$ cat config.mk
export PLATFORM = sky130hd
export DESIGN_NAME = sat_schedule_alarm_timer
export DESIGN_NICKNAME = d
export VERILOG_FILES = /design/src/verilog/sat_pkg.sv /design/src/verilog/sat_schedule_alarm_timer.sv
export SDC_FILE = /design/constraint.sdc
export NUM_CORES = 1
export LEC_CHECK = 0
export ABC_AREA = 1
export BUFFER_PORTS_ARGS = -buffer_cell sky130_fd_sc_hd__buf_4
export CORE_MARGIN = 4
export CORE_UTILIZATION = 31
export DETAILED_ROUTE_END_ITERATION = 8
export PLACE_DENSITY_LB_ADDON = 0.25
export SLEW_MARGIN = 20
export SYNTH_ARGS = -nofsm -noshare
export SYNTH_HDL_FRONTEND = slang
export SYNTH_SLANG_ARGS = --single-unit
$ cat constraint.sdc
create_clock -name pclk -period 2 [get_ports pclk]
set_clock_uncertainty 0.2 [all_clocks]
set_input_delay 0.3 -clock pclk [delete_from_list [all_inputs] [get_ports pclk]]
set_output_delay 0.3 -clock pclk [all_outputs]
set_load 0.005 [all_outputs]
$ cat src/verilog/sat_pkg.sv
// Package for the schedule alarm timer: register map, field layout, reset values.
// Assumes a 32-bit APB slave with one aligned word per register.
package sat_pkg;

  // Printed register indices; byte address is four times the index
  localparam logic [7:0] SAT_IDX_CONTROL = 8'h0E;
  localparam logic [7:0] SAT_IDX_COUNT   = 8'h0F;
  localparam logic [7:0] SAT_IDX_ALARM   = 8'h10;
  localparam logic [7:0] SAT_IDX_IRQ_STS = 8'h11;
  localparam logic [7:0] SAT_IDX_IRQ_MSK = 8'h12;

  // Control field positions
  localparam int SAT_CTL_RUN    = 0;
  localparam int SAT_CTL_ALMEN  = 1;
  localparam int SAT_CTL_FLAG   = 6;
  localparam int SAT_CTL_IRQEN  = 7;
  localparam int SAT_CTL_SYNC   = 8;
  localparam int SAT_CTL_PS_LO  = 9;
  localparam int SAT_CTL_PS_HI  = 11;

  // Writable control bits; reserved bits read zero
  localparam logic [15:0] SAT_CTL_WMASK = 16'h0FC3;
  localparam logic [15:0] SAT_RESET_VAL = 16'h0000;

  // Interrupt status bits: 0 alarm match, 1 sync event, 2 counter wrap
  localparam int          SAT_IRQ_W     = 3;
  localparam logic [2:0]  SAT_IRQ_RESET = 3'h0;

endpackage : sat_pkg

$ cat src/verilog/sat_schedule_alarm_timer.sv
// Schedule alarm timer: 16-bit prescaled up-counter with alarm compare,
// external sync clear and an APB register slave.
// Assumes pclk is the system clock and the sync pin is asynchronous to it.
// Assumes the bus master follows APB; this slave never inserts wait states.
// Reset is asynchronous on assert and used synchronously after release.
//
// Added by the designer: the APB interface to the registers.
`timescale 1ns/1ps
`default_nettype none

// Notes on behaviour
// Tick is pclk divided by two to the power of the prescale field.
// Counter is 16-bit, up-counting, readable at any time.
// Counter advances on each tick while run enable is 1, else holds.
// Control bit 0 is the run enable.
// Software write to count register loads the counter directly.
// Control bit 1 enables the alarm compare.
// Alarm flag bit 6 sets when running, alarm enabled and count equals alarm.
// Alarm match clears the counter in the same cycle as flag set.
// Alarm interrupt request is flag and interrupt enable bit 7.
// Bit 8 arms external sync; hardware clears it after one event.
// Armed sync rising edge clears the counter on the third clock after the pin rises.
// Sync source holds the pin high at least one clock after rising.
// Reserved control bits read zero and ignore writes.
// Every reset clears counter, alarm, flag, prescale and enables.
// Alarm register is writable only while run or alarm enable is 1.
// Alarm interrupt also serves as a stop-mode wake source.
// Counter wraps from FFFF to zero.
// Flag stays set until written 0; writing 1 sets it.
// Sync pin passes a two-stage synchroniser before edge detect.
module sat_schedule_alarm_timer
  import sat_pkg::*;
#(
  parameter int CNT_W = 16
) (
  // APB clock and reset
  input  wire  logic        pclk,
  input  wire  logic        presetn,
  // APB slave
  input  wire  logic        psel,
  input  wire  logic        penable,
  input  wire  logic        pwrite,
  input  wire  logic [11:0] paddr,
  input  wire  logic [31:0] pwdata,
  input  wire  logic [3:0]  pstrb,
  output logic        [31:0] prdata,
  output logic              pready,
  output logic              pslverr,
  // External sync pin
  input  wire  logic        external_sync_pin,
  // Interrupts
  output logic              irq,
  output logic              alarm_irq_req,
  output logic              wake_req
);

  if (CNT_W != 16) begin : g_chk
    $error("sat_schedule_alarm_timer supports only CNT_W of 16");
  end

  // Prescale field must be three bits wide for the divider mask
  if ((SAT_CTL_PS_HI - SAT_CTL_PS_LO) != 2) begin : g_chk_ps
    $error("sat_schedule_alarm_timer needs a three-bit prescale field");
  end

  // Status holds exactly the three event sources
  if (SAT_IRQ_W != 3) begin : g_chk_irq
    $error("sat_schedule_alarm_timer needs three interrupt sources");
  end

  // Flag must be writable so software can clear and test it
  if (SAT_CTL_WMASK[SAT_CTL_FLAG] != 1'b1) begin : g_chk_flag
    $error("sat_schedule_alarm_timer needs the flag bit writable");
  end

  // Enables and sync arm must all be writable
  if ((SAT_CTL_WMASK[SAT_CTL_RUN] & SAT_CTL_WMASK[SAT_CTL_ALMEN]
       & SAT_CTL_WMASK[SAT_CTL_IRQEN] & SAT_CTL_WMASK[SAT_CTL_SYNC]) != 1'b1) begin : g_chk_en
    $error("sat_schedule_alarm_timer needs all enable bits writable");
  end

  // Control reset value must clear every field
  if (SAT_RESET_VAL != 16'h0000) begin : g_chk_rst
    $error("sat_schedule_alarm_timer needs a zero control reset value");
  end

  // Timer register indices must not overlap
  if ((SAT_IDX_COUNT == SAT_IDX_CONTROL) || (SAT_IDX_ALARM == SAT_IDX_COUNT)) begin : g_chk_tix
    $error("sat_schedule_alarm_timer needs distinct timer register indices");
  end

  // Interrupt register indices must not overlap the timer ones
  if ((SAT_IDX_IRQ_STS == SAT_IDX_ALARM) || (SAT_IDX_IRQ_MSK == SAT_IDX_IRQ_STS)) begin : g_chk_iix
    $error("sat_schedule_alarm_timer needs distinct interrupt register indices");
  end

  // Control fields
  logic             timer_run_enable_q;
  logic             alarm_function_enable_q;
  logic             alarm_match_flag_q;
  logic             alarm_interrupt_enable_q;
  logic             external_sync_arm_q;
  logic [2:0]       tick_prescale_select_q;

  // Counter and alarm compare value
  logic [CNT_W-1:0] count_q;
  logic [CNT_W-1:0] alarm_q;

  // Divider and sync pin history
  logic [6:0]       prescale_q;
  logic [1:0]       sync_meta_q;
  logic             sync_prev_q;

  // Sticky interrupt status and its mask
  logic [SAT_IRQ_W-1:0] irq_sts_q;
  logic [SAT_IRQ_W-1:0] irq_msk_q;

  // Read data captured in the setup cycle
  logic [31:0]      prdata_q;

  // APB decode
  // Word index from the byte address; the two low bits must be zero
  // Refused accesses still complete, with an error and no side effect
  wire        acc      = psel & penable;
  wire        wr_acc   = acc & pwrite;
  wire        rd_acc   = acc & ~pwrite;
  wire [9:0]  widx     = paddr[11:2];

  // Register hits by word index
  wire        hit_ctl  = (widx == {2'b00, SAT_IDX_CONTROL});
  wire        hit_cnt  = (widx == {2'b00, SAT_IDX_COUNT});
  wire        hit_alm  = (widx == {2'b00, SAT_IDX_ALARM});
  wire        hit_sts  = (widx == {2'b00, SAT_IDX_IRQ_STS});
  wire        hit_msk  = (widx == {2'b00, SAT_IDX_IRQ_MSK});
  wire        mapped   = hit_ctl | hit_cnt | hit_alm | hit_sts | hit_msk;
  wire        misalign = (paddr[1:0] != 2'b00);
  wire        ok       = mapped & ~misalign;

  // Byte lane mask for the low half-word
  wire [15:0] lane_m   = {{8{pstrb[1]}}, {8{pstrb[0]}}};

  // Qualified register strobes
  wire        wr_ctl   = wr_acc & ok & hit_ctl;
  wire        wr_cnt   = wr_acc & ok & hit_cnt;
  wire        wr_alm   = wr_acc & ok & hit_alm
                         & (timer_run_enable_q | alarm_function_enable_q);
  wire        wr_msk   = wr_acc & ok & hit_msk;
  wire        rd_sts   = rd_acc & ok & hit_sts;

  // Prescaled tick: divider low bits named by the prescale code all ones
  // Code 0 gives an empty mask, so every clock is then a tick
  wire [6:0] ps_mask = ~(7'h7F << tick_prescale_select_q);
  wire [6:0] ps_seen = prescale_q & ps_mask;
  wire       tick    = (ps_seen == ps_mask);

  // Sync rising edge from the second synchroniser stage only
  // Edge history is taken from the second stage as well, so the
  // first stage, which may be metastable, feeds nothing else
  wire sync_rise = sync_meta_q[1] & ~sync_prev_q;
  wire sync_evt  = sync_rise & external_sync_arm_q;

  // Alarm match and counter step
  // Match looks at the present count, so the clear lands one edge later
  // A zero alarm value with both enables on matches every cycle
  // Wrap is an increment from all ones, not a load or a clear
  wire             match   = timer_run_enable_q & alarm_function_enable_q
                             & (count_q == alarm_q);

  // Count step on each tick while running
  wire             step    = timer_run_enable_q & tick;
  wire             wrap    = step & (count_q == {CNT_W{1'b1}});
  wire [CNT_W-1:0] cnt_inc = count_q + 16'h0001;

  // Control write data, reserved bits masked off
  // Byte lanes not strobed hold their present value
  // Reserved bits are masked after the merge, so they always read zero
  // Count and alarm merges use the same lane rule
  wire [15:0] ctl_cur = {4'h0, tick_prescale_select_q, external_sync_arm_q,
                         alarm_interrupt_enable_q, alarm_match_flag_q, 4'h0,
                         alarm_function_enable_q, timer_run_enable_q};
  wire [15:0] ctl_wr  = ((pwdata[15:0] & lane_m) | (ctl_cur & ~lane_m))
                        & SAT_CTL_WMASK;

  // Merged count and alarm write values
  wire [15:0] cnt_wr  = (pwdata[15:0] & lane_m) | (count_q & ~lane_m);
  wire [15:0] alm_wr  = (pwdata[15:0] & lane_m) | (alarm_q & ~lane_m);

  // Read value of each register; upper half always zero
  wire [31:0] rd_ctl  = {16'h0000, ctl_cur};
  wire [31:0] rd_cnt  = {16'h0000, count_q};
  wire [31:0] rd_alm  = {16'h0000, alarm_q};
  wire [31:0] rd_stat = {29'h0, irq_sts_q};
  wire [31:0] rd_mask = {29'h0, irq_msk_q};

  // Read mux; unmapped or misaligned addresses read zero
  wire [31:0] rd_sel  = hit_ctl ? rd_ctl  :
                        hit_cnt ? rd_cnt  :
                        hit_alm ? rd_alm  :
                        hit_sts ? rd_stat :
                        hit_msk ? rd_mask : 32'h0000_0000;
  wire [31:0] rd_mux  = ok ? rd_sel : 32'h0000_0000;

  // Interrupt events, one per status bit
  // Bit 0 alarm match, bit 1 accepted sync, bit 2 counter wrap
  wire                 evt_alarm = match;
  wire                 evt_sync  = sync_evt;
  wire                 evt_wrap  = wrap;
  wire [SAT_IRQ_W-1:0] irq_evt   = {evt_wrap, evt_sync, evt_alarm};

  // Status next value: a read clears only the bits it returned,
  // so an event landing between setup and access is not lost
  wire [SAT_IRQ_W-1:0] sts_seen  = prdata_q[SAT_IRQ_W-1:0];
  wire [SAT_IRQ_W-1:0] sts_kept  = rd_sts ? (irq_sts_q & ~sts_seen) : irq_sts_q;
  wire [SAT_IRQ_W-1:0] irq_sts_d = sts_kept | irq_evt;         // Set wins

  // Prescale divider
  // Cleared while stopped, so the first tick after a start comes
  // a full divide period later and every run starts in phase
  always_ff @(posedge pclk or negedge presetn) begin
    if (!presetn) begin
      prescale_q <= 7'h00;
    end else if (!timer_run_enable_q) begin
      prescale_q <= 7'h00;
    end else begin
      prescale_q <= prescale_q + 7'h01;
    end
  end

  // Two-stage synchroniser and edge history
  // Pin is asynchronous to pclk; only the second stage is used,
  // and a pulse shorter than a clock may be missed
  always_ff @(posedge pclk or negedge presetn) begin
    if (!presetn) begin
      sync_meta_q <= 2'b00;
      sync_prev_q <= 1'b0;
    end else begin
      sync_meta_q <= {sync_meta_q[0], external_sync_pin};
      sync_prev_q <= sync_meta_q[1];
    end
  end

  // Counter: sync or match clear beats software load and tick
  // A load in the same cycle as a clear is lost; software that
  // writes the count near the alarm value must allow for this
  // A load also takes priority over the tick of that cycle
  always_ff @(posedge pclk or negedge presetn) begin
    if (!presetn) begin
      count_q <= 16'h0000;
    end else if (sync_evt || match) begin
      count_q <= 16'h0000;
    end else if (wr_cnt) begin
      count_q <= cnt_wr;
    end else if (step) begin
      count_q <= cnt_inc;
    end
  end

  // Alarm value
  // Writes while both enables are 0 are dropped without an error
  // Byte lanes not strobed hold their present value
  always_ff @(posedge pclk or negedge presetn) begin
    if (!presetn) begin
      alarm_q <= 16'h0000;
    end else if (wr_alm) begin
      alarm_q <= alm_wr;
    end
  end

  // Control enables and prescale code
  // Flag and sync arm have their own processes, since hardware
  // sets or clears them as well as software
  always_ff @(posedge pclk or negedge presetn) begin
    if (!presetn) begin
      timer_run_enable_q       <= 1'b0;
      alarm_function_enable_q  <= 1'b0;
      alarm_interrupt_enable_q <= 1'b0;
      tick_prescale_select_q   <= 3'h0;
    end else if (wr_ctl) begin
      timer_run_enable_q       <= ctl_wr[SAT_CTL_RUN];
      alarm_function_enable_q  <= ctl_wr[SAT_CTL_ALMEN];
      alarm_interrupt_enable_q <= ctl_wr[SAT_CTL_IRQEN];
      tick_prescale_select_q   <= ctl_wr[SAT_CTL_PS_HI:SAT_CTL_PS_LO];
    end
  end

  // Alarm flag: hardware set wins over a software clear
  // Software may write 1 to test the interrupt path; writing 0
  // in the cycle of a match leaves the flag set
  always_ff @(posedge pclk or negedge presetn) begin
    if (!presetn) begin
      alarm_match_flag_q <= 1'b0;
    end else if (match) begin
      alarm_match_flag_q <= 1'b1;
    end else if (wr_ctl) begin
      alarm_match_flag_q <= ctl_wr[SAT_CTL_FLAG];
    end
  end

  // Sync arm: cleared by an accepted event, even against a write
  // Each arming catches one event; a rearm written in the event
  // cycle is dropped and must be repeated
  always_ff @(posedge pclk or negedge presetn) begin
    if (!presetn) begin
      external_sync_arm_q <= 1'b0;
    end else if (sync_evt) begin
      external_sync_arm_q <= 1'b0;
    end else if (wr_ctl) begin
      external_sync_arm_q <= ctl_wr[SAT_CTL_SYNC];
    end
  end

  // Sticky status, cleared by read; new event wins over clear
  // Mask takes only the low byte lane; its upper bits do not exist
  always_ff @(posedge pclk or negedge presetn) begin
    if (!presetn) begin
      irq_sts_q <= SAT_IRQ_RESET;
      irq_msk_q <= SAT_IRQ_RESET;
    end else begin
      irq_sts_q <= irq_sts_d;
      if (wr_msk && pstrb[0]) begin
        irq_msk_q <= pwdata[SAT_IRQ_W-1:0];
      end
    end
  end

  // Read data register
  // Captured in the setup cycle so prdata stands through the access
  // cycle and until the next read setup
  always_ff @(posedge pclk or negedge presetn) begin
    if (!presetn) begin
      prdata_q <= 32'h0000_0000;
    end else if (psel && !penable && !pwrite) begin
      prdata_q <= rd_mux;
    end
  end

  // Bus answers: zero wait, error on unmapped or misaligned
  // pslverr is combinational and only high in the access cycle
  // irq sums the masked status; alarm request follows flag and enable
  assign pready        = 1'b1;
  assign pslverr       = acc & ~ok;
  assign prdata        = prdata_q;
  assign alarm_irq_req = alarm_match_flag_q & alarm_interrupt_enable_q;
  assign wake_req      = alarm_irq_req;
  assign irq           = |(irq_sts_q & irq_msk_q);

endmodule : sat_schedule_alarm_timer
`default_nettype wire

# --- Yosys cells after proc, flatten, opt, wreduce, memory -nomap -nowiden ---
# Cells that the tools add are included.
totals:
  reg_bits: 88
  in_bits: 54
  output_inout_bits: 37
op_classes:
  addsub: 2
  eq_ne: 8
  shift: 1
  mux: 15
  bitwise_logic: 43
  n_reduce_logical: 11
op_table:
  columns: ["operator", "n"]
  rows:
  - ["$mux W16", 7]
  - ["$and A16 B16 Y16", 3]
  - ["$or A16 B16 Y16", 2]
  - ["$eq A10 B5 Y1 const B", 3]
  - ["$and A1 B1 Y1", 20]
  - ["$eq A10 B4 Y1 const B", 2]
  - ["$add A16 B1 Y16 const B", 1]
  - ["$eq A16 B16 Y1", 1]
  - ["$eq A16 B16 Y1 const B", 1]
  - ["$not A16 Y16", 1]
  - ["$and A12 B12 Y12", 1]
  - ["$or A12 B12 Y12", 1]
  - ["$mux W3", 3]
  - ["$add A7 B1 Y7 const B", 1]
  - ["$and A7 B7 Y7", 1]
  - ["$eq A7 B7 Y1", 1]
  - ["$mux W7", 1]
  - ["$not A7 Y7", 1]
  - ["$shl A7 B3 Y7 const A", 1]
  - ["$and A3 B3 Y3", 2]
  - ["$reduce_bool A2 Y1", 3]
  - ["$or A1 B1 Y1", 5]
  - ["$mux W1", 4]
  - ["$not A1 Y1", 4]
  - ["other kinds (7)", 10]

# --- Logic depth before layout (Yosys ltp) ---
# Gate-level depths: netlist of run 1.
logic_depth:
  word_depth: 10
  depth_mapped: 16
  mapped_depth_nobuf: 14

# --- Worst setup path before layout of run 1 ---
# No wires, ideal clock.
synth_timing:
  path_kind: "register to register"
  from: "register count_q[0]"
  to: "register count_q[14]"
  setup_time_ps: 116
  t_arrival_ps: 1513
  required_ps: 1684
  slack_ps: 170
  stages_incl_launch_ff: 12
  cell_sequence: "dfrtp_1 ha_1 nand2_1 nor2_1 nand2_1 nor2_1 nand4_1 xor2_1 nand2_1 o21ai_1 nand2_1 nand2_1"
synth_between:
  elab_chain_cells: 4
  word_cells_on_any_way: 8
  cone_classes: "add/sub (1); eq/ne (1); mux (3); bitwise (1); reduce/logical (2)"
synth_rtl:
  columns: ["element", "line_no", "rtl"]
  rows:
  - ["start, declared", "sat_schedule_alarm_timer.sv:106", "logic [CNT_W-1:0] count_q;"]
  - ["start signal, assigned", "sat_schedule_alarm_timer.sv:252", "count_q <= cnt_wr;"]
  - ["start signal, assigned", "sat_schedule_alarm_timer.sv:254", "count_q <= cnt_inc;"]
  - ["$add A16 B1 Y16 or $eq A16 B16 Y1 (tied branches)", "sat_schedule_alarm_timer.sv:172, sat_schedule_alarm_timer.sv:167", null]
  - ["$mux W16 or $and A1 B1 Y1 (tied branches)", "sat_schedule_alarm_timer.sv:253, sat_schedule_alarm_timer.sv:167", null]
  - ["$mux W16 or $logic_or A1 B1 Y1 (tied branches)", "sat_schedule_alarm_timer.sv:251, sat_schedule_alarm_timer.sv:249", null]
  - ["$mux W16 or $reduce_bool A3 Y1 (tied branches)", null, null]
# Several ways; a longest one is shown, not always the timed one. The select of a mux whose other input is x is not followed.
# A chain may end at the register's enable or synchronous reset.

# --- Worst setup path in the final report of run 1 ---
layout_timing:
  from: "register count_q[1]"
  to: "register count_q[10]"
# The elaborated chain is that of the path after synthesis.

==> results of run 1 <==
logic make-up (layout without fill, tap and decap cells):
family                   after synthesis  after routing  share of synthesized area, %
AND/OR/NAND/NOR                      325            325                         30.96
AO/OA/AOI/OAI                        119            119                         14.69
other                                  2             17                        0.1606
flip-flops                            72             72                         38.53
adder cells (fa/ha/maj)                2              2                        0.5351
buffers and inverters                129            264                         12.50
XOR/XNOR                              14             14                         2.622
final cells by class:
| class | count | area, um^2 | area share [%] |
|---|---|---|---|
| inverter | 94 | 362.8 | 5.610 |
| sequential | 72 | 1804 | 27.90 |
| clock inverter | 4 | 76.32 | 1.180 |
| timing repair buffer | 155 | 1276 | 19.73 |
| multi-input combinational | 477 | 2465 | 38.11 |
| tap | 184 | 230.2 | 3.560 |
| clock buffer | 11 | 252.7 | 3.908 |
critical path: stages, from the launching register on:
cell and delay, ns:
dfrtp_1 0.41, buf_6 0.14, nand2_2 0.04, nand2_1 0.04, nor2_1 0.11, nand3_1 0.11, nor2_1 0.15, nand2_1 0.10
nand2_2 0.09, nor2_2 0.04, nand2_2 0.13, inv_4 0.07, clkbuf_16 0.16, nand2_2 0.05, o21ai_1 0.05
report_power, final:
group / switching, mW / internal [mW]
Sequential: 0.00255 / 1.46
Combinational: 0.142 / 0.104
Clock: 0.640 / 1.16
worst max-delay path by stage:
stage	end	slack, ns	cells after the start	start
finish	count_q[10]$_DFFE_PN0P_	-0.005	14	count_q[1]$_DFFE_PN0P_
global route	count_q[10]$_DFFE_PN0P_	-0.11	14	count_q[1]$_DFFE_PN0P_
CTS	count_q[1]$_DFFE_PN0P_	0.02	14	count_q[1]$_DFFE_PN0P_
detailed placement	prdata[0]$_DFFE_PN0P_	-0.1	10	paddr[2]
global placement	prdata[0]$_DFFE_PN0P_	-0.08	10	paddr[2]
floorplan	count_q[14]$_DFFE_PN0P_	0.17	11	count_q[0]$_DFFE_PN0P_
through the flow:
stage	instances	worst slack, ns
final	997	-0.005227
after floorplan	678	0.1702
after global routing	997	-0.1064
after global placement	970	-0.07999
after detailed placement	970	-0.09885
after CTS	992	0.01628
metal layers:
layer | GRT usage (%) | wire length, um
met5 | 0 | 0
met4 | 3.811 | 166
met3 | 3.374 | 728
met2 | 26.81 | 6257
met1 | 24.91 | 6906
layout by cell type, fill, tap and decap left out, types with 8 or more instances in the layout:
| cell type | count |
|---|---|
| inv_1 | 84 |
| nand2_2 | 18 |
| dfrtp_1 | 70 |
| inv_2 | 8 |
| clkbuf_16 | 10 |
| nand2_1 | 193 |
| a21oi_1 | 11 |
| conb_1 | 17 |
| o211ai_1 | 12 |
| nand3_1 | 23 |
| nand4_1 | 13 |
| o21ai_2 | 9 |
| nor2_1 | 39 |
| nor2_2 | 11 |
| o21ai_0 | 46 |
| nor3_1 | 8 |
| xor2_1 | 11 |
| o21ai_1 | 25 |
| buf_4 | 138 |
what timing repair did:
| item | in CTS | in global routing |
|---|---|---|
| setup buffers | 0 | 4 |
| hold buffers | 7 | 0 |
| pin swaps | 0 | 24 |
| gates resized for setup | 3 | 46 |
| setup endpoints to repair | 8 | 18 |
| hold endpoints to repair | 34 | 0 |
| cloned | 0 | 1 |
cells in the mapped netlist (11+ instances only):
library cell | count | share of area (%)
a21oi_1 | 11 | 1.2
buf_4 | 18 | 2.9
dfrtp_1 | 72 | 39
inv_1 | 85 | 6.8
nand2_1 | 213 | 17
nand3_1 | 23 | 2.5
nand4_1 | 13 | 1.7
nor2_1 | 44 | 3.5
o211ai_1 | 12 | 1.9
o21ai_0 | 48 | 5.1
o21ai_1 | 26 | 2.8
xor2_1 | 11 | 2.1
==> impl_metrics.toml, run 1 <==
[yosys]
syn_area_mm2 = 0.004676
synth_cell_types = 40
synthArstFlopShare_pct = 100.0
syn_avg_cell_area_um2 = 7.052
postSynthCellCount = 663
seq_area_frac_synth_pct = 38.53
synthFlopType = "dfrtp_1"
synth_edf_count = 0
ys_warn_count = 0
ys_ff_latch = 72

[sta]
period_share_pct = 100.3
setup_violations = 1
final_hold_viol_count = 0
min_period_ns = 2.005
setup-tns-final_ns = -0.005227
setup_ws_ns = -0.005227
hold_slack_ns = 0.002543
fmax_mhz = 498.7
slew_viol_final = 0
rsz0062_at_grt = "yes"

[floorplanning]
die_x_um = 130.8
start_util_pct = 31.93
core_mm2 = 0.01464
fp.dieH_um = 130.8
dieArea_mm2 = 0.01711
num_rows = 44
num_io_pins = 91

[clock_network]
cts_num_sinks = 72
clockBufferDepth = 2
cts_tree = "built"
clkLatencyLatePin_ns = 0.34
cts_buffers = 9
cts_max_level = 3
cts_root_buf = "clkbuf_16"
path_clk_slew_ns = 0.06

[place]
port_buffers = 55
gp_congestion = 0.8740
dp_hpwl_um = 10800
placed_area_mm2 = 0.005868

[global_route]
grt_max_degree = 30
grt_util_all_layers_pct = 17.25
grt_overflow = 0
grt_first_pass_wirelength_um = 22890
first_global_vias = 4463
antenna_found_initial = 0

[outcome]
status = "finished with violations"
violations = "negative setup slack"

[power_and_ir_drop]
p_leak_nw = 3.350
p_total_mw = 3.509
powerDensity_mw_per_mm2 = 542.5
ir_drop_mv = 0.3375

[route]
drtIter0Drc = 257
antenna_left = 0
firstDrtPassIters = 5
route.detailed.drc = 0
wirelength_um = 14060
vias_per_cell = 4.627
num_vias = 4613
wl_per_cell_um = 14.10

[final_layout]
syn_to_final_growth_pct = 38.32
stdcell_area_mm2 = 0.006467
nNetsFinal = 865
drive_above_1_share_pct = 28.91
final_core_util_pct = 44.16
final.fill_count = 1551
diodes = 0

[worst_setup_path]
cp_max_fo = 6
r2r-start = "count_q[1]$_DFFE_PN0P_"
crit_required_ns = 2.03
reg2regPathDepth = 14
r2r_slack_ns = -0.005
start_kind = "flop"
arrival_ns = 2.04
critical_path_class = "reg2reg"
r2r-end = "count_q[10]$_DFFE_PN0P_"
end_kind = "flop"

[min_path]
whs_endpoint = "irq_msk_q[1]$_DFFE_PN0P_"
worstHoldStart = "pwdata[1]"
hold_class = "in2reg"
whs_path_depth = 3

[run]
cap_violations = 0
Note: power is estimated with default switching activity, not from simulation.
==> run 2: changes to the inputs <==
--- a/config.mk
+++ b/config.mk
@@ -11,6 +11,7 @@
 export CORE_UTILIZATION = 31
 export DETAILED_ROUTE_END_ITERATION = 8
 export PLACE_DENSITY_LB_ADDON = 0.25
+export RECOVER_POWER = 25
 export SLEW_MARGIN = 20
 export SYNTH_ARGS = -nofsm -noshare
 export SYNTH_HDL_FRONTEND = slang
==> run 2 against run 1 <==
The flow still finishes with violations (negative setup slack). Combinational power fell by 2%. Worst setup slack got worse by 0.0024 ns. Global-route usage unchanged. Wire length barely moved. Fmax shrank 0.12%. Core utilization fell by 0.15 points. First-iteration DRC count decreased by 2.3%. Clock-buffer cell count is the same. Final area fell by 0.33%.
==> impl_metrics.toml, run 2 (synthesis gave the netlist of run 1 again) <==
[worst_setup_path]
cp_num_buf_inv = 3
crit_chain = "buf_6, nand2_2, nand2_1, nor2_1, nand3_1, nor2_1, nand2_1, nand2_2, nor2_2, nand2_2, inv_4, clkbuf_16, nand2_2, o21ai_1"
worst_path_most_repeated_cell = "nand2_2"
cp_max_fo = 6
end_kind = "flop"
cp_slowest_stage_delay_ns = 0.41
arrival_ns = 2.04
critical_path_class = "reg2reg"
cpMaxStageDelayCell = "dfrtp_1"
critical_path.top_delay_family = "simple AND/OR/NAND/NOR gates"
crit_required_ns = 2.03
start_kind = "flop"

[floorplanning]
fp.dieH_um = 130.8
dieArea_mm2 = 0.01711
start_util_pct = 31.93
core_mm2 = 0.01464
num_io_pins = 91
num_rows = 44
die_x_um = 130.8

[power_and_ir_drop]
powerDensity_mw_per_mm2 = 543.5
p_leak_nw = 3.339
p_total_mw = 3.504
p_int_mw = 2.720
pwr-share-clk_pct = 51.3
ir_drop_mv = 0.3374
swShare_pct = 22.36
seqPwrFrac_pct = 41.8
combPwrFrac_pct = 6.9
switchingPower_mw = 0.7835

[final_layout]
syn_to_final_growth_pct = 37.86
most-common-layout-cells = "193 x nand2_1, 135 x buf_4, 84 x inv_1"
final_core_util_pct = 44.02
diodes = 0
regArea_mm2 = 0.001804
final.fill_count = 1555
drive_above_1_share_pct = 28.78
nNetsFinal = 865
layout_commonest_cell = "nand2_1"
multi_input_area_mm2 = 0.002465

[clock_network]
cts_root_buf = "clkbuf_16"
clockBufferDepth = 2
cts_max_level = 3
clkLatencyLatePin_ns = 0.34
cts_buffers = 9
path_clk_slew_ns = 0.06
cts_tree = "built"
cts_num_sinks = 72

[global_route]
first_global_vias = 4463
antenna_found_initial = 0
grt_util_all_layers_pct = 17.25
grt_first_pass_wirelength_um = 22890
grt_max_degree = 30
grt_overflow = 0

[place]
gp_congestion = 0.8740
dp_hpwl_um = 10800
port_buffers = 55

[route]
vias_per_cell = 4.620
num_vias = 4606
firstDrtPassIters = 5
route.detailed.drc = 0
antenna_left = 0
drtIter0Drc = 251
wl_per_cell_um = 14.09
wirelength_um = 14050

[sta]
tightestPinTransition_ns = 0.8083
period_share_pct = 100.4
setup_violations = 4
rsz0062_at_grt = "yes"
setup-tns-final_ns = -0.01221
slew_viol_final = 0
maxSlewHeadroom_pct = 46.12
setup_ws_ns = -0.007646
min_period_ns = 2.008
final_hold_viol_count = 0
fmax_mhz = 498.1
hold_slack_ns = 0.002256

[min_path]
hold_class = "in2reg"

[run]
cap_violations = 0

[outcome]
status = "finished with violations"
violations = "negative setup slack"
-- run 2: cell types whose count changed in the layout (fill, tap and decap cells not counted), sizes merged --
cell    change
buf         -3
clkbuf      +3
-- run 2: worst paths after layout --
check                                          from                       end  slack [ns]  cells after the start
max                          count_q[1]$_DFFE_PN0P_   count_q[10]$_DFFE_PN0P_      -0.008                     14
min                                       pwdata[1]  irq_msk_q[1]$_DFFE_PN0P_       0.002                      3
max reg2reg                  count_q[1]$_DFFE_PN0P_   count_q[10]$_DFFE_PN0P_      -0.008                     14
min reg2reg                sync_meta_q[0]$_DFF_PN0_  sync_meta_q[1]$_DFF_PN0_        0.15                      0
max in group asynchronous                   presetn                 async pin        0.27                      3
min in group asynchronous                   presetn   prescale_q[3]$_DFF_PN0_        0.37                      2
-- run 2: worst reg2reg max path, stage by stage, from the launching register on --
cell       delay (ns)
dfrtp_1          0.41
buf_6            0.14
nand2_2          0.04
nand2_1          0.04
nor2_1           0.11
nand3_1          0.11
nor2_1           0.15
nand2_1          0.10
nand2_2          0.09
nor2_2           0.04
nand2_2          0.13
inv_4            0.07
clkbuf_16        0.16
nand2_2          0.05
o21ai_1          0.05
-- run 2: cell type report --
cell class	instances	area share, %
clock buffer	11	3.921
clock inverter	4	1.184
inverter	94	5.629
multi-input combinational	477	38.24
sequential	72	27.99
tap	184	3.571
timing repair buffer	155	19.47
-- run 2: power groups by stage --
| stage | registers (mW) | logic (mW) | clock network (mW) |
|---|---|---|---|
| 5_1_grt | 1.46 | 0.272 | 1.89 |
| 6_report | 1.46 | 0.242 | 1.80 |
| 3_3_place_gp | 1.49 | 0.237 | 0 |
| 4_1_cts | 1.46 | 0.248 | 1.84 |
| 2_1_floorplan | 1.49 | 0.105 | 0 |
| 3_5_place_dp | 1.49 | 0.236 | 0 |
-- run 2: what timing repair did --
item,4_1_cts,5_1_grt
pin swaps,0,24
gates resized for setup,3,46
cloned,0,1
setup buffers,0,4
hold buffers,7,0
endpoints found under the hold margin,34,0
endpoints found under the setup margin,8,18
-- run 2: stage by stage --
stage	instance area (um^2)	worst slack [ns]	cells
final	6446	-0.007646	997
after global routing	6446	-0.1064	997
after CTS	6274	0.01628	992
after global placement	5868	-0.07999	970
after detailed placement	5868	-0.09885	970
after floorplan	4732	0.1702	678
-- run 2: layer usage --
layer / vias up / GRT usage, % / part of all wire (%)
met2: 106 / 26.81 / 44
met5: - / 0 / 0
li1: 2378 / - / -
met4: 0 / 3.811 / 1.2
met3: 13 / 3.374 / 4.8
met1: 2109 / 24.91 / 50
==> run 3: changes to the inputs <==
--- a/config.mk
+++ b/config.mk
@@ -5,10 +5,10 @@
 export SDC_FILE = /design/constraint.sdc
 export NUM_CORES = 1
 export LEC_CHECK = 0
-export ABC_AREA = 1
+export ABC_AREA = 0
 export BUFFER_PORTS_ARGS = -buffer_cell sky130_fd_sc_hd__buf_4
 export CORE_MARGIN = 4
-export CORE_UTILIZATION = 31
+export CORE_UTILIZATION = 55
 export DETAILED_ROUTE_END_ITERATION = 8
 export PLACE_DENSITY_LB_ADDON = 0.25
 export RECOVER_POWER = 25
==> run 3 against run 2 <==
The run still ends with negative setup slack left. Critical path depth is 7 lower. Clock power is 36% lower. Final area down 7.0%. Worst setup slack got worse by 0.17 ns. Synthesized cell count shrank 38%. Flip-flop and latch count is the same. Sequential share of layout area rose by 2.1 points. Critical path type unchanged. Largest power group is now sequential cells. Highest routed layer unchanged.
==> impl_metrics.toml, run 3 <==
[final_layout]
layout_commonest_cell = "buf_4"
nNetsFinal = 629
drive_above_1_share_pct = 42.46
final_core_util_pct = 82.22
diodes = 0
most-common-layout-cells = "133 x buf_4, 71 x dfrtp_1, 38 x nand2_1"
layoutNonFillerInstCount = 676
final.fill_count = 397
syn_to_final_growth_pct = 44.77

[sta]
rsz0062_at_grt = "yes"
tightestPinTransition_ns = 0.6189
slew_viol_final = 0
final_hold_viol_count = 0
period_share_pct = 109.1
maxSlewHeadroom_pct = 58.74
setup_ws_ns = -0.1820
fmax_mhz = 458.3
min_period_ns = 2.182
hold_slack_ns = 0.02084
setup_violations = 41

[route]
antenna_left = 0
drtIter0Drc = 440
wirelength_um = 13850
m1WireLength_um = 5316
route.detailed.drc = 0
routed-wl-met3_um = 1371
num_vias = 4171
firstDrtPassIters = 6
highest_layer = "met4"
wl_per_cell_um = 20.49
vias_per_cell = 6.170
wl_met2_um = 6648

[worst_setup_path]
start_kind = "flop"
cp_max_fo = 8
arrival_ns = 2.22
crit_required_ns = 2.04
end_kind = "flop"
reg2regPathDepth = 7
critical_path_class = "reg2reg"
r2r_slack_ns = -0.18

[place]
gp_congestion = 0.9353
dp_hpwl_um = 8914
placed_cells = 619
port_buffers = 55

[yosys]
syn_avg_cell_area_um2 = 10.00
seq_area_frac_synth_pct = 43.50
ys_warn_count = 0
synth_edf_count = 0
synth_cell_types = 66
synth_top_area_share_pct = 43.50
postSynthCellCount = 414
synthArstFlopShare_pct = 100.0
ys_ff_latch = 72
syn_area_mm2 = 0.004141
synth_area_leader_cell = "dfrtp_1"
synth.most_common_cell = "dfrtp_1"
synth_top_cells_by_count = "72 x dfrtp_1, 41 x nand2_1, 25 x mux2_1, 22 x buf_4, 21 x o21ai_0"
synth_area_leaders = "dfrtp_1 44%, mux2_1 6.8%, buf_4 4.0%, nand2_1 3.7%, o21ai_0 2.5%"
synthFlopType = "dfrtp_1"

[power_and_ir_drop]
ir_drop_mv = 0.3628
p_leak_nw = 2.810
p_total_mw = 2.838
powerDensity_mw_per_mm2 = 473.3

[min_path]
hold_class = "in2reg"
whs_path_depth = 2

[clock_network]
cts_tree = "built"
clockBufferDepth = 2
path_clk_slew_ns = 0.08
cts_max_level = 3
cts_num_sinks = 72
cts_root_buf = "clkbuf_8"
cts_buffers = 9
clkLatencyLatePin_ns = 0.36

[floorplanning]
num_io_pins = 91
die_x_um = 94.78
fp.dieH_um = 94.78
start_util_pct = 56.79
num_rows = 31
core_mm2 = 0.007292
dieArea_mm2 = 0.008982

[global_route]
antenna_found_initial = 0
grt_overflow = 0
grt_util_all_layers_pct = 29.30
grt_max_degree = 31
first_global_vias = 3937
grt_first_pass_wirelength_um = 20080

[outcome]
violations = "negative setup slack"
status = "finished with violations"

[run]
cap_violations = 0
## run 3: where the power goes
group / total (mW) / internal (mW) / switching [mW]
clock: 1.16 / 0.600 / 0.560
sequential: 1.46 / 1.46 / 0.00215
combinational: 0.217 / 0.0980 / 0.119
## run 3: path summary, 6_finish.rpt
check | start | endpoint
max in group asynchronous | presetn | count_q[7]$_DFFE_PN0P_
worst max register to register | flop | count_q[9]$_DFFE_PN0P_
worst min register to register | sync_meta_q[0]$_DFF_PN0_ | sync_meta_q[1]$_DFF_PN0_
worst min-delay path | pwdata[0] | irq_msk_q[0]$_DFFE_PN0P_
min in group asynchronous | presetn | irq_msk_q[1]$_DFFE_PN0P_
worst max-delay path | flop | count_q[9]$_DFFE_PN0P_
## run 3: cell type report
class                           count  area (um^2)  area share, %
Multi-Input combinational cell    309         2441          40.71
Sequential cell                    72         1803          30.07
Timing Repair Buffer              171         1395          23.27
Clock buffer                       10        137.6          2.295
Tap cell                           99        123.9          2.066
Clock inverter                      5        57.56         0.9599
Inverter                           10        37.54         0.6260
## run 3: cell families after synthesis
kind of cell    synth area share [%]
flops                          43.50
compound gates                 15.08
mux                            7.039
xor+xnor                       4.230
other cells                   0.1813
simple gates                   22.87
buf+inv                        6.495
fa+ha+maj                     0.6041
## run 3: critical path: stages, from the launching register on
cell and delay (ns):
dfrtp_1 0.41, xnor2_1 0.32, nand4_1 0.17, or3_4 0.36, o31ai_4 0.24, buf_6 0.18, o21bai_1 0.13, a211oi_1 0.06
## run 3: what timing repair did
action                     in CTS  in global routing
resized for setup              27                 63
pin swaps                      26                 17
setup buffers                  21                  8
setup endpoints to repair      22                 56
hold endpoints to repair       69                  0
hold buffers                   15                  0
## run 3: metrics by stage
step           setup TNS, ns  setup slack (ns)  instance area, um^2
2_1_floorplan         -2.510           -0.1209                 4255
3_3_place_gp          -13.07           -0.3507                 5104
3_5_place_dp          -16.16           -0.3939                 5104
4_1_cts              -0.7130          -0.08875                 5722
5_1_grt               -7.532           -0.2463                 5996
6_report              -3.417           -0.1820                 5996
## run 3: layer usage
metal | track usage (%) | vias up
met3 | 6.295 | 57
met1 | 38.72 | 2038
met4 | 9.976 | 0
li1 | - | 1805
met5 | 0 | -
met2 | 47.74 | 271
